$ cat src/rtl/reset_mode_cfg.svh
// What this block does
// - sample data, mode, clock, breakpoint pins in reset
// - mode pin high, data1 low: 16-bit bus
// - data2 picks request/codes, data3 gives address19
// - data6..4 load chip-select assign fields 3..1
// - data15 low or shadow set stops flash
// - 8-bit mode: low data byte is port
// - 8-bit mode: no emulator, fixed pin functions
// - 8-bit mode: data8, data9 still choose ports
// - mode pin low: single chip, all ports
// - data10, data1 low, mode high: emulator mode
// - emulator mode maps port registers externally
// - port C and F registers stay internal
// - emulator select on strobe fall, mapped access
// - no internal answer; mapped access three cycles
// - data1,10,13 low: ROM emulation, ROM select
// - ROM emulation: ROM withholds ack, external cycle
// - ROM select held high, flash lacks emulation
// - clock pin high synthesizer, low crystal input
`ifndef RESET_MODE_CFG_SVH
`define RESET_MODE_CFG_SVH
// data bus bit positions sampled at reset
`define SEL_MODE_BIT 1
`define SEL_REQ_BIT 2
`define SEL_A19_BIT 3
`define SEL_CSPA_LO 4
`define SEL_CSPA_HI 6
`define SEL_A23_BIT 7
`define SEL_PE_BIT 8
`define SEL_PF_BIT 9
`define SEL_EMU_BIT 10
`define SEL_RSVD_BIT 11
`define SEL_ROM_BIT 13
`define SEL_STOP_BIT 15
// reset values of sampled pins (data pins pulled up)
`define DATA_RESET_VAL 16'hffff
// cycles an externally mapped access takes
`define EXT_ACCESS_CYCLES 2'h3
`endif

$ cat src/rtl/reset_mode_pkg.sv
package reset_mode_pkg;
  typedef enum logic [1:0] {
    MODE_SINGLE = 2'b00,
    MODE_EXP8 = 2'b01,
    MODE_EXP16 = 2'b11
  } op_mode_t;
  typedef enum logic [3:0] {
    REG_PA_DATA = 4'h0, REG_PA_DIR = 4'h1, REG_PB_DATA = 4'h2, REG_PB_DIR = 4'h3,
    REG_PE_DATA = 4'h4, REG_PE_DIR = 4'h5, REG_PE_ASSIGN = 4'h6, REG_PG_DATA = 4'h7,
    REG_PG_DIR = 4'h8, REG_PH_DATA = 4'h9, REG_PH_DIR = 4'ha, REG_PC_DATA = 4'hb,
    REG_PF_DATA = 4'hc, REG_PF_DIR = 4'hd, REG_PF_ASSIGN = 4'he, REG_NONE = 4'hf
  } port_reg_t;
  typedef struct packed {
    op_mode_t mode;
    logic bus_request_sel;   // 1: request pin, 0: chip_select_zero
    logic func_code_sel;     // 1: function codes, 0: chip selects
    logic port_c_sel;        // function code pins as port C
    logic addr19_sel;
    logic addr23_sel;
    logic port_e_sel;        // 1: port E, 0: bus strobes
    logic port_f_sel;        // 1: port F, 0: clock and interrupt pins
    logic emulator_en;
    logic rom_emu_en;
    logic background_en;
    logic reserved_func;
    logic addr_bus_en;
    logic data_hi_bus_en;
    logic data_lo_bus_en;
    logic ports_ab_en;
    logic port_g_en;
    logic port_h_en;
    logic [2:0] chip_select_assign_reg1_fld;
    logic flash_stop;
    logic synth_clock_en;
    logic crystal_clock_sel;
  } pin_cfg_t;
endpackage

$ cat src/rtl/reset_mode_pin_config.sv
`timescale 1ns/100ps
`default_nettype none
`include "reset_mode_cfg.svh"
module reset_mode_pin_config #(
  parameter bit ROM_EMU_SUPPORTED = 1'b0
) (
  input wire logic clk_in,
  input wire logic rst_n_in,
  input wire logic [15:0] data_pins_in,
  input wire logic bus_error_mode_pin_n_in,
  input wire logic clock_source_select_pin_in,
  input wire logic breakpoint_pin_n_in,
  input wire logic flash_stop_shadow_in,
  input wire logic address_strobe_pin_n_in,
  input wire logic reg_access_valid_in,
  input wire reset_mode_pkg::port_reg_t reg_access_sel_in,
  input wire logic rom_range_access_in,
  output reset_mode_pkg::pin_cfg_t pin_cfg_out,
  output logic config_locked_out,
  output logic internal_respond_out,
  output logic emulator_chip_select_n_out,
  output logic ext_access_done_out,
  output logic rom_ack_inhibit_out,
  output logic ext_bus_cycle_req_out,
  output logic rom_emulation_chip_select_n_out
);
  import reset_mode_pkg::*;

  // ----------------------------------------
  // state
  // ----------------------------------------
  typedef struct packed {
    pin_cfg_t cfg;
    logic locked;
    logic strobe_n_prev;
    logic cse_n;
    logic [1:0] cse_cnt;
    logic done;
    logic ext_req;
    logic csm_n;
  } state_t;

  state_t st_q;
  state_t st_d;

  // registers answered by the external port replacement logic
  function automatic logic ext_mapped(input port_reg_t r);
    case (r)
      REG_PA_DATA, REG_PA_DIR, REG_PB_DATA, REG_PB_DIR,
      REG_PE_DATA, REG_PE_DIR, REG_PE_ASSIGN,
      REG_PG_DATA, REG_PG_DIR, REG_PH_DATA, REG_PH_DIR: ext_mapped = 1'b1;
      default: ext_mapped = 1'b0; // port C and F stay internal
    endcase
  endfunction

  // ----------------------------------------
  // decode of the strap levels
  // ----------------------------------------
  function automatic pin_cfg_t decode(input logic [15:0] d, input logic bus_error_mode_pin_n,
                                      input logic clock_source_select_pin, input logic breakpoint_pin_n,
                                      input logic shadow);
    pin_cfg_t c;
    c = '0;
    // straps common to every mode
    c.background_en = ~breakpoint_pin_n;
    c.reserved_func = ~d[`SEL_RSVD_BIT];
    c.chip_select_assign_reg1_fld = d[`SEL_CSPA_HI:`SEL_CSPA_LO];
    c.flash_stop = ~d[`SEL_STOP_BIT] | shadow;
    c.synth_clock_en = clock_source_select_pin;
    c.crystal_clock_sel = ~clock_source_select_pin;
    if (!bus_error_mode_pin_n) begin
      // single chip: every port, no external data path
      c.mode = MODE_SINGLE;
      c.ports_ab_en = 1'b1;
      c.port_g_en = 1'b1;
      c.port_h_en = 1'b1;
      c.port_c_sel = 1'b1;
      c.port_e_sel = 1'b1;
      c.port_f_sel = 1'b1;
    end else if (d[`SEL_MODE_BIT]) begin
      // 8-bit: low byte is port, fixed pin functions
      c.mode = MODE_EXP8;
      c.addr_bus_en = 1'b1;
      c.data_hi_bus_en = 1'b1;
      c.port_h_en = 1'b1;
      c.port_e_sel = ~d[`SEL_PE_BIT];
      c.port_f_sel = ~d[`SEL_PF_BIT];
    end else begin
      // 16-bit: low level on a select bit picks the alternate
      c.mode = MODE_EXP16;
      c.addr_bus_en = 1'b1;
      c.data_hi_bus_en = 1'b1;
      c.data_lo_bus_en = 1'b1;
      c.bus_request_sel = ~d[`SEL_REQ_BIT];
      c.func_code_sel = ~d[`SEL_REQ_BIT];
      c.addr19_sel = ~d[`SEL_A19_BIT];
      c.addr23_sel = ~d[`SEL_A23_BIT];
      c.port_e_sel = ~d[`SEL_PE_BIT];
      c.port_f_sel = ~d[`SEL_PF_BIT];
      c.emulator_en = ~d[`SEL_EMU_BIT];
      c.rom_emu_en = ~d[`SEL_EMU_BIT] & ~d[`SEL_ROM_BIT];
    end
    decode = c;
  endfunction

  // ----------------------------------------
  // next state
  // ----------------------------------------
  // strobe edge and mapped-register decode, shared with the checks below
  logic strobe_fall;
  logic mapped_hit;
  always_comb begin
    st_d = st_q;
    strobe_fall = st_q.strobe_n_prev & ~address_strobe_pin_n_in;
    mapped_hit = reg_access_valid_in & st_q.cfg.emulator_en & ext_mapped(reg_access_sel_in);
    st_d.strobe_n_prev = address_strobe_pin_n_in;
    st_d.done = 1'b0;
    st_d.ext_req = 1'b0;
    if (!rst_n_in) begin
      // keep following the straps until release; last sample wins
      st_d.cfg = decode(data_pins_in, bus_error_mode_pin_n_in, clock_source_select_pin_in,
                        breakpoint_pin_n_in, flash_stop_shadow_in);
      st_d.locked = 1'b0;
      st_d.strobe_n_prev = 1'b1;
      st_d.cse_n = 1'b1;
      st_d.cse_cnt = 2'h0;
      st_d.csm_n = 1'b1;
    end else begin
      // configuration frozen until the next reset
      st_d.locked = 1'b1;
      // emulator select opens on strobe fall, counts the access
      if (st_q.cse_n) begin
        if (strobe_fall && mapped_hit) begin
          st_d.cse_n = 1'b0;
          st_d.cse_cnt = 2'h1;
        end
      end else begin
        if (st_q.cse_cnt == `EXT_ACCESS_CYCLES) begin
          st_d.cse_n = 1'b1;
          st_d.cse_cnt = 2'h0;
          st_d.done = 1'b1;
        end else begin
          st_d.cse_cnt = st_q.cse_cnt + 2'h1;
        end
      end
      // ROM emulation: every ROM range access goes out
      if (st_q.cfg.rom_emu_en && strobe_fall && rom_range_access_in) begin
        st_d.ext_req = 1'b1;
      end
      // flash cannot emulate, so the select stays high unless supported
      st_d.csm_n = ~(ROM_EMU_SUPPORTED & st_q.cfg.rom_emu_en & rom_range_access_in
                     & ~address_strobe_pin_n_in);
    end
  end

  // ----------------------------------------
  // registers
  // ----------------------------------------
  // no reset term here: the synchronous reset lives in the next-state logic
  always_ff @(posedge clk_in) begin
    st_q <= st_d;
  end

  // outputs straight from flops, handshake term combinational
  assign pin_cfg_out = st_q.cfg;
  assign config_locked_out = st_q.locked;
  assign emulator_chip_select_n_out = st_q.cse_n;
  assign ext_access_done_out = st_q.done;
  assign rom_ack_inhibit_out = st_q.cfg.rom_emu_en;
  assign ext_bus_cycle_req_out = st_q.ext_req;
  assign rom_emulation_chip_select_n_out = st_q.csm_n;
  // device stays silent on externally mapped registers
  assign internal_respond_out = reg_access_valid_in & ~mapped_hit;
endmodule // reset_mode_pin_config
`default_nettype wire

$ cat config.mk
export PLATFORM = sky130hd
export DESIGN_NAME = reset_mode_pin_config
export DESIGN_NICKNAME = d
export VERILOG_FILES = /design/src/rtl/reset_mode_pkg.sv /design/src/rtl/reset_mode_pin_config.sv
export VERILOG_INCLUDE_DIRS = /design/src /design/src/rtl
export SDC_FILE = /design/constraint.sdc
export NUM_CORES = 1
export LEC_CHECK = 0
export BUFFER_PORTS_ARGS = -buffer_cell sky130_fd_sc_hd__buf_2
export CAP_MARGIN = 20
export CORE_MARGIN = 8
export CORE_UTILIZATION = 45
export DETAILED_ROUTE_END_ITERATION = 16
export PLACE_DENSITY = 0.91
export SLEW_MARGIN = 40
export SYNTH_ARGS = -nofsm -noshare
export SYNTH_HDL_FRONTEND = slang
export SYNTH_SLANG_ARGS = --single-unit
export TNS_END_PERCENT = 20
$ cat constraint.sdc
create_clock -name clk_in -period 3.8 [get_ports clk_in]
set_clock_uncertainty 0.1 [all_clocks]
set_input_delay 0 -clock clk_in [delete_from_list [all_inputs] [get_ports clk_in]]
set_output_delay 0 -clock clk_in [all_outputs]
set_load 0.02 [all_outputs]
==> impl_metrics.csv <==
group,metric,value,unit
critical_path,r2r_cells,4,
drt,dr_total_vias,805,
global_routing,grt_pass1_wl,3950,µm
critical_path,cp_slowest_cell,"dlygate4sd3_1",
clock_tree,clock_path_buffers,2,
critical_path,slowest_delay,0.55,ns
worst_hold_path,hp-class,"input port to flop",
logic_synthesis,yosysWarningCount,0,
power,vdd_drop_max,0.000239,V
timing,min_period_over_period,0.406,
clock_tree,cts_htree_levels,1,
critical_path,endpoint_kind,"flop",
logic_synthesis,yosys.area.top_type,"edfxtp_1",
logic_synthesis,synth_nets,123,
timing,holdWs,0.0518,ns
clock_tree,clkTransAtPathRegs,0.14,ns
power,cellLeakagePower,0.702,nW
global_routing,grt_pass1_vias,842,
critical_path,crit_chain,"dlygate4sd3_1, buf_2, nand2b_1, nor3_1, dlygate4sd3_1",
timing,slew_violations,0,
logic_synthesis,synth-seq-cells,27,
global_routing,gr-total-overflow,0,
clock_tree,numClockSinks,27,
drt,ant_nets,0,
placed_design,dpl_cell_area,1280,µm²
die,die_width,67.0,µm
drt,wl,2430,µm
critical_path,crit-reg2reg-launch,"st_q[3]$_SDFFE_PN0P_",
timing,rsz0062_at_grt,"false",
placed_design,io_buffers,56,
logic_synthesis,synth_area_leaders,"edfxtp_1, buf_4, dfxtp_1, nor2_1, nand2b_1",
timing,slew_headroom,0.497,
critical_path,arrival,1.53,ns
layout,syn_to_final_growth,31.4,%
clock_tree,cts_tree,"done",
drt,avgViaCountPerCell,4.52,
layout,layout.nets,179,
die,die_h,67.0,µm
worst_hold_path,hold_depth,2,
placed_design,dp_hpwl,1710,µm
worst_hold_path,hold_path_end,"pin_cfg_out[6]$_SDFFCE_PN1N_",
global_routing,antenna_found_initial,0,
global_routing,grt_start_max_net_pins,22,
run_status,status,"completed",
layout,n_fill_cell,203,
critical_path,path_max_fanout,7,
layout,final_area,1540,µm²
critical_path,worstSetupPathType,"input port to flop",
die,core,2480,µm²
critical_path,rrSetupSlack,2.51,ns
critical_path,cp_common_cell,"dlygate4sd3_1",
timing,worst_pin_slew,0.754,ns
timing,fmax,0.649,GHz
logic_synthesis,syn_area_per_cell,12.6,µm²
logic_synthesis,ys_types,22,
logic_synthesis,yosysSeqAreaShare,0.633,
logic_synthesis,syn-cell-area,1170,µm²
die,start_util,0.472,
clock_tree,postCtsSetupBuffers,0,
clock_tree,insertion_delay,0.32,ns
critical_path,required,3.79,ns
timing,finalSetupTns,0,ns
flow_run,maxCapViolations,0,
timing,period_minus_slack,1.54,ns
layout,layout.cells.non_filler,178,
drt,drc,0,
die,num_rows,18,
layout,diodes,0,
power,power.density,372,nW/µm²
critical_path,r2r-end,"st_q[3]$_SDFFE_PN0P_",
placed_design,dp.cells,151,
die,io_pins,61,
drt,wl_per_cell,13.7,µm
timing,final-hold-violation-count,0,
logic_synthesis,synthCells,93,
global_routing,grt_usage,0.114,
clock_tree,cts-root-buf,"clkbuf_4",
drt,dr.pass1.iters,4,
logic_synthesis,netlist.area_leader.share,0.513,
layout,drive_gt1_frac,0.412,
placed_design,place_congestion,0.722,
worst_hold_path,min_from,"data_pins_in[1]",
timing,setup_viol,0,
die,dieArea,4490,µm²
drt,drt_iter0_drc,10,
critical_path,setup.worst_path.start_class,"input port",
clock_tree,cts_buffers,3,
[what timing repair did]
item	in CTS	in global routing
resized for setup	0	0
hold buffers	23	0
hold endpoints to repair	24	0
[per-layer routing]
layer,up-vias,wire length [µm],track usage
met4,0,27,0.0548
met5,-,0,0
li1,396,-,-
met1,363,1030,0.138
met2,44,1120,0.186
met3,2,256,0.0268
[per-stage QoR]
stage / util / total power (W) / setup WS [ns]
6_report: 0.621 / 0.000572 / 2.26
2_1_floorplan: - / 0.000428 / 2.60
4_1_cts: 0.621 / 0.000577 / 2.27
5_1_grt: 0.621 / 0.000601 / 2.21
3_3_place_gp: 0.516 / 0.000436 / 2.59
3_5_place_dp: 0.516 / 0.000440 / 2.54
[logic make-up after synthesis]
group	Yosys count	share of synthesized area
DFF	27	0.633
adders and majority gates	1	0.0107
AOI/OAI and AO/OA	4	0.0267
and+or+nand+nor	26	0.127
other	1	0.00321
buffers and inverters	34	0.199
[synth_stat cells]
master	number
a21o_1	1
a22oi_1	1
a31o_1	1
and3_1	1
buf_4	26
buf_6	1
clkbuf_1	1
conb_1	1
dfxtp_1	7
edfxtp_1	20
ha_1	1
inv_1	6
nand2_1	5
nand2b_1	4
nand3_1	2
nand3b_1	2
nand4b_1	1
nor2_1	8
nor2b_1	1
nor3_1	1
nor4b_4	1
o211ai_1	1
[power breakdown]
| group | internal (W) | total [W] | switching, W |
|---|---|---|---|
| registers | 0.000338 | 0.000345 | 0.00000751 |
| clock network | 0.0000401 | 0.000122 | 0.0000819 |
| logic | 0.0000458 | 0.000105 | 0.0000591 |
| total | 0.000424 | 0.000572 | 0.000149 |
[cells in the final DEF (no fill, tap or decap), drive strengths merged, types with 2 or more instances in the layout]
master / Yosys / final
dlygate4sd3: 0 / 23
nand3b: 2 / 2
buf: 27 / 56
nand3: 2 / 2
nand2b: 4 / 4
nand2: 5 / 5
dfxtp: 7 / 7
clkbuf: 1 / 3
nor2: 8 / 8
edfxtp: 20 / 20
inv: 6 / 6
[sequential cells by signal (all words and copies together), names as in the netlist]
name	flops
config_locked_out	1
ext_bus_cycle_req_out	1
st_q	3
pin_cfg_out	19
emulator_chip_select_n_out	1
ext_access_done_out	1
rom_ack_inhibit_out	1
[worst max path at each step]
stage / depth (start not counted) / to / start / slack, ns
finish: 5 / rom_ack_inhibit_out$_SDFFCE_PP0N_ / bus_error_mode_pin_n_in / 2.26
global route: 5 / rom_ack_inhibit_out$_SDFFCE_PP0N_ / bus_error_mode_pin_n_in / 2.21
CTS: 5 / rom_ack_inhibit_out$_SDFFCE_PP0N_ / bus_error_mode_pin_n_in / 2.27
detailed placement: 4 / st_q[3]$_SDFFE_PN0P_ / st_q[3]$_SDFFE_PN0P_ / 2.54
global placement: 4 / st_q[3]$_SDFFE_PN0P_ / st_q[3]$_SDFFE_PN0P_ / 2.59
floorplan: 4 / st_q[3]$_SDFFE_PN0P_ / st_q[3]$_SDFFE_PN0P_ / 2.60
[worst max-delay path: cells and delay by family]
kind | cells | cell delay (ns)
buffers and inverters | 3 | 1.24
AND/OR/NAND/NOR | 2 | 0.29
[area by class of cell]
cell class                 count  area, µm²  area share
sequential                    27        741       0.482
inverter                       6       22.5      0.0146
tap                           30       37.5      0.0244
multi-input combinational     32        196       0.128
clock buffer                   3       22.5      0.0146
clock inverter                 1       7.51     0.00488
timing repair buffer          79        510       0.332
Note: power is estimated with default switching activity, not from simulation.
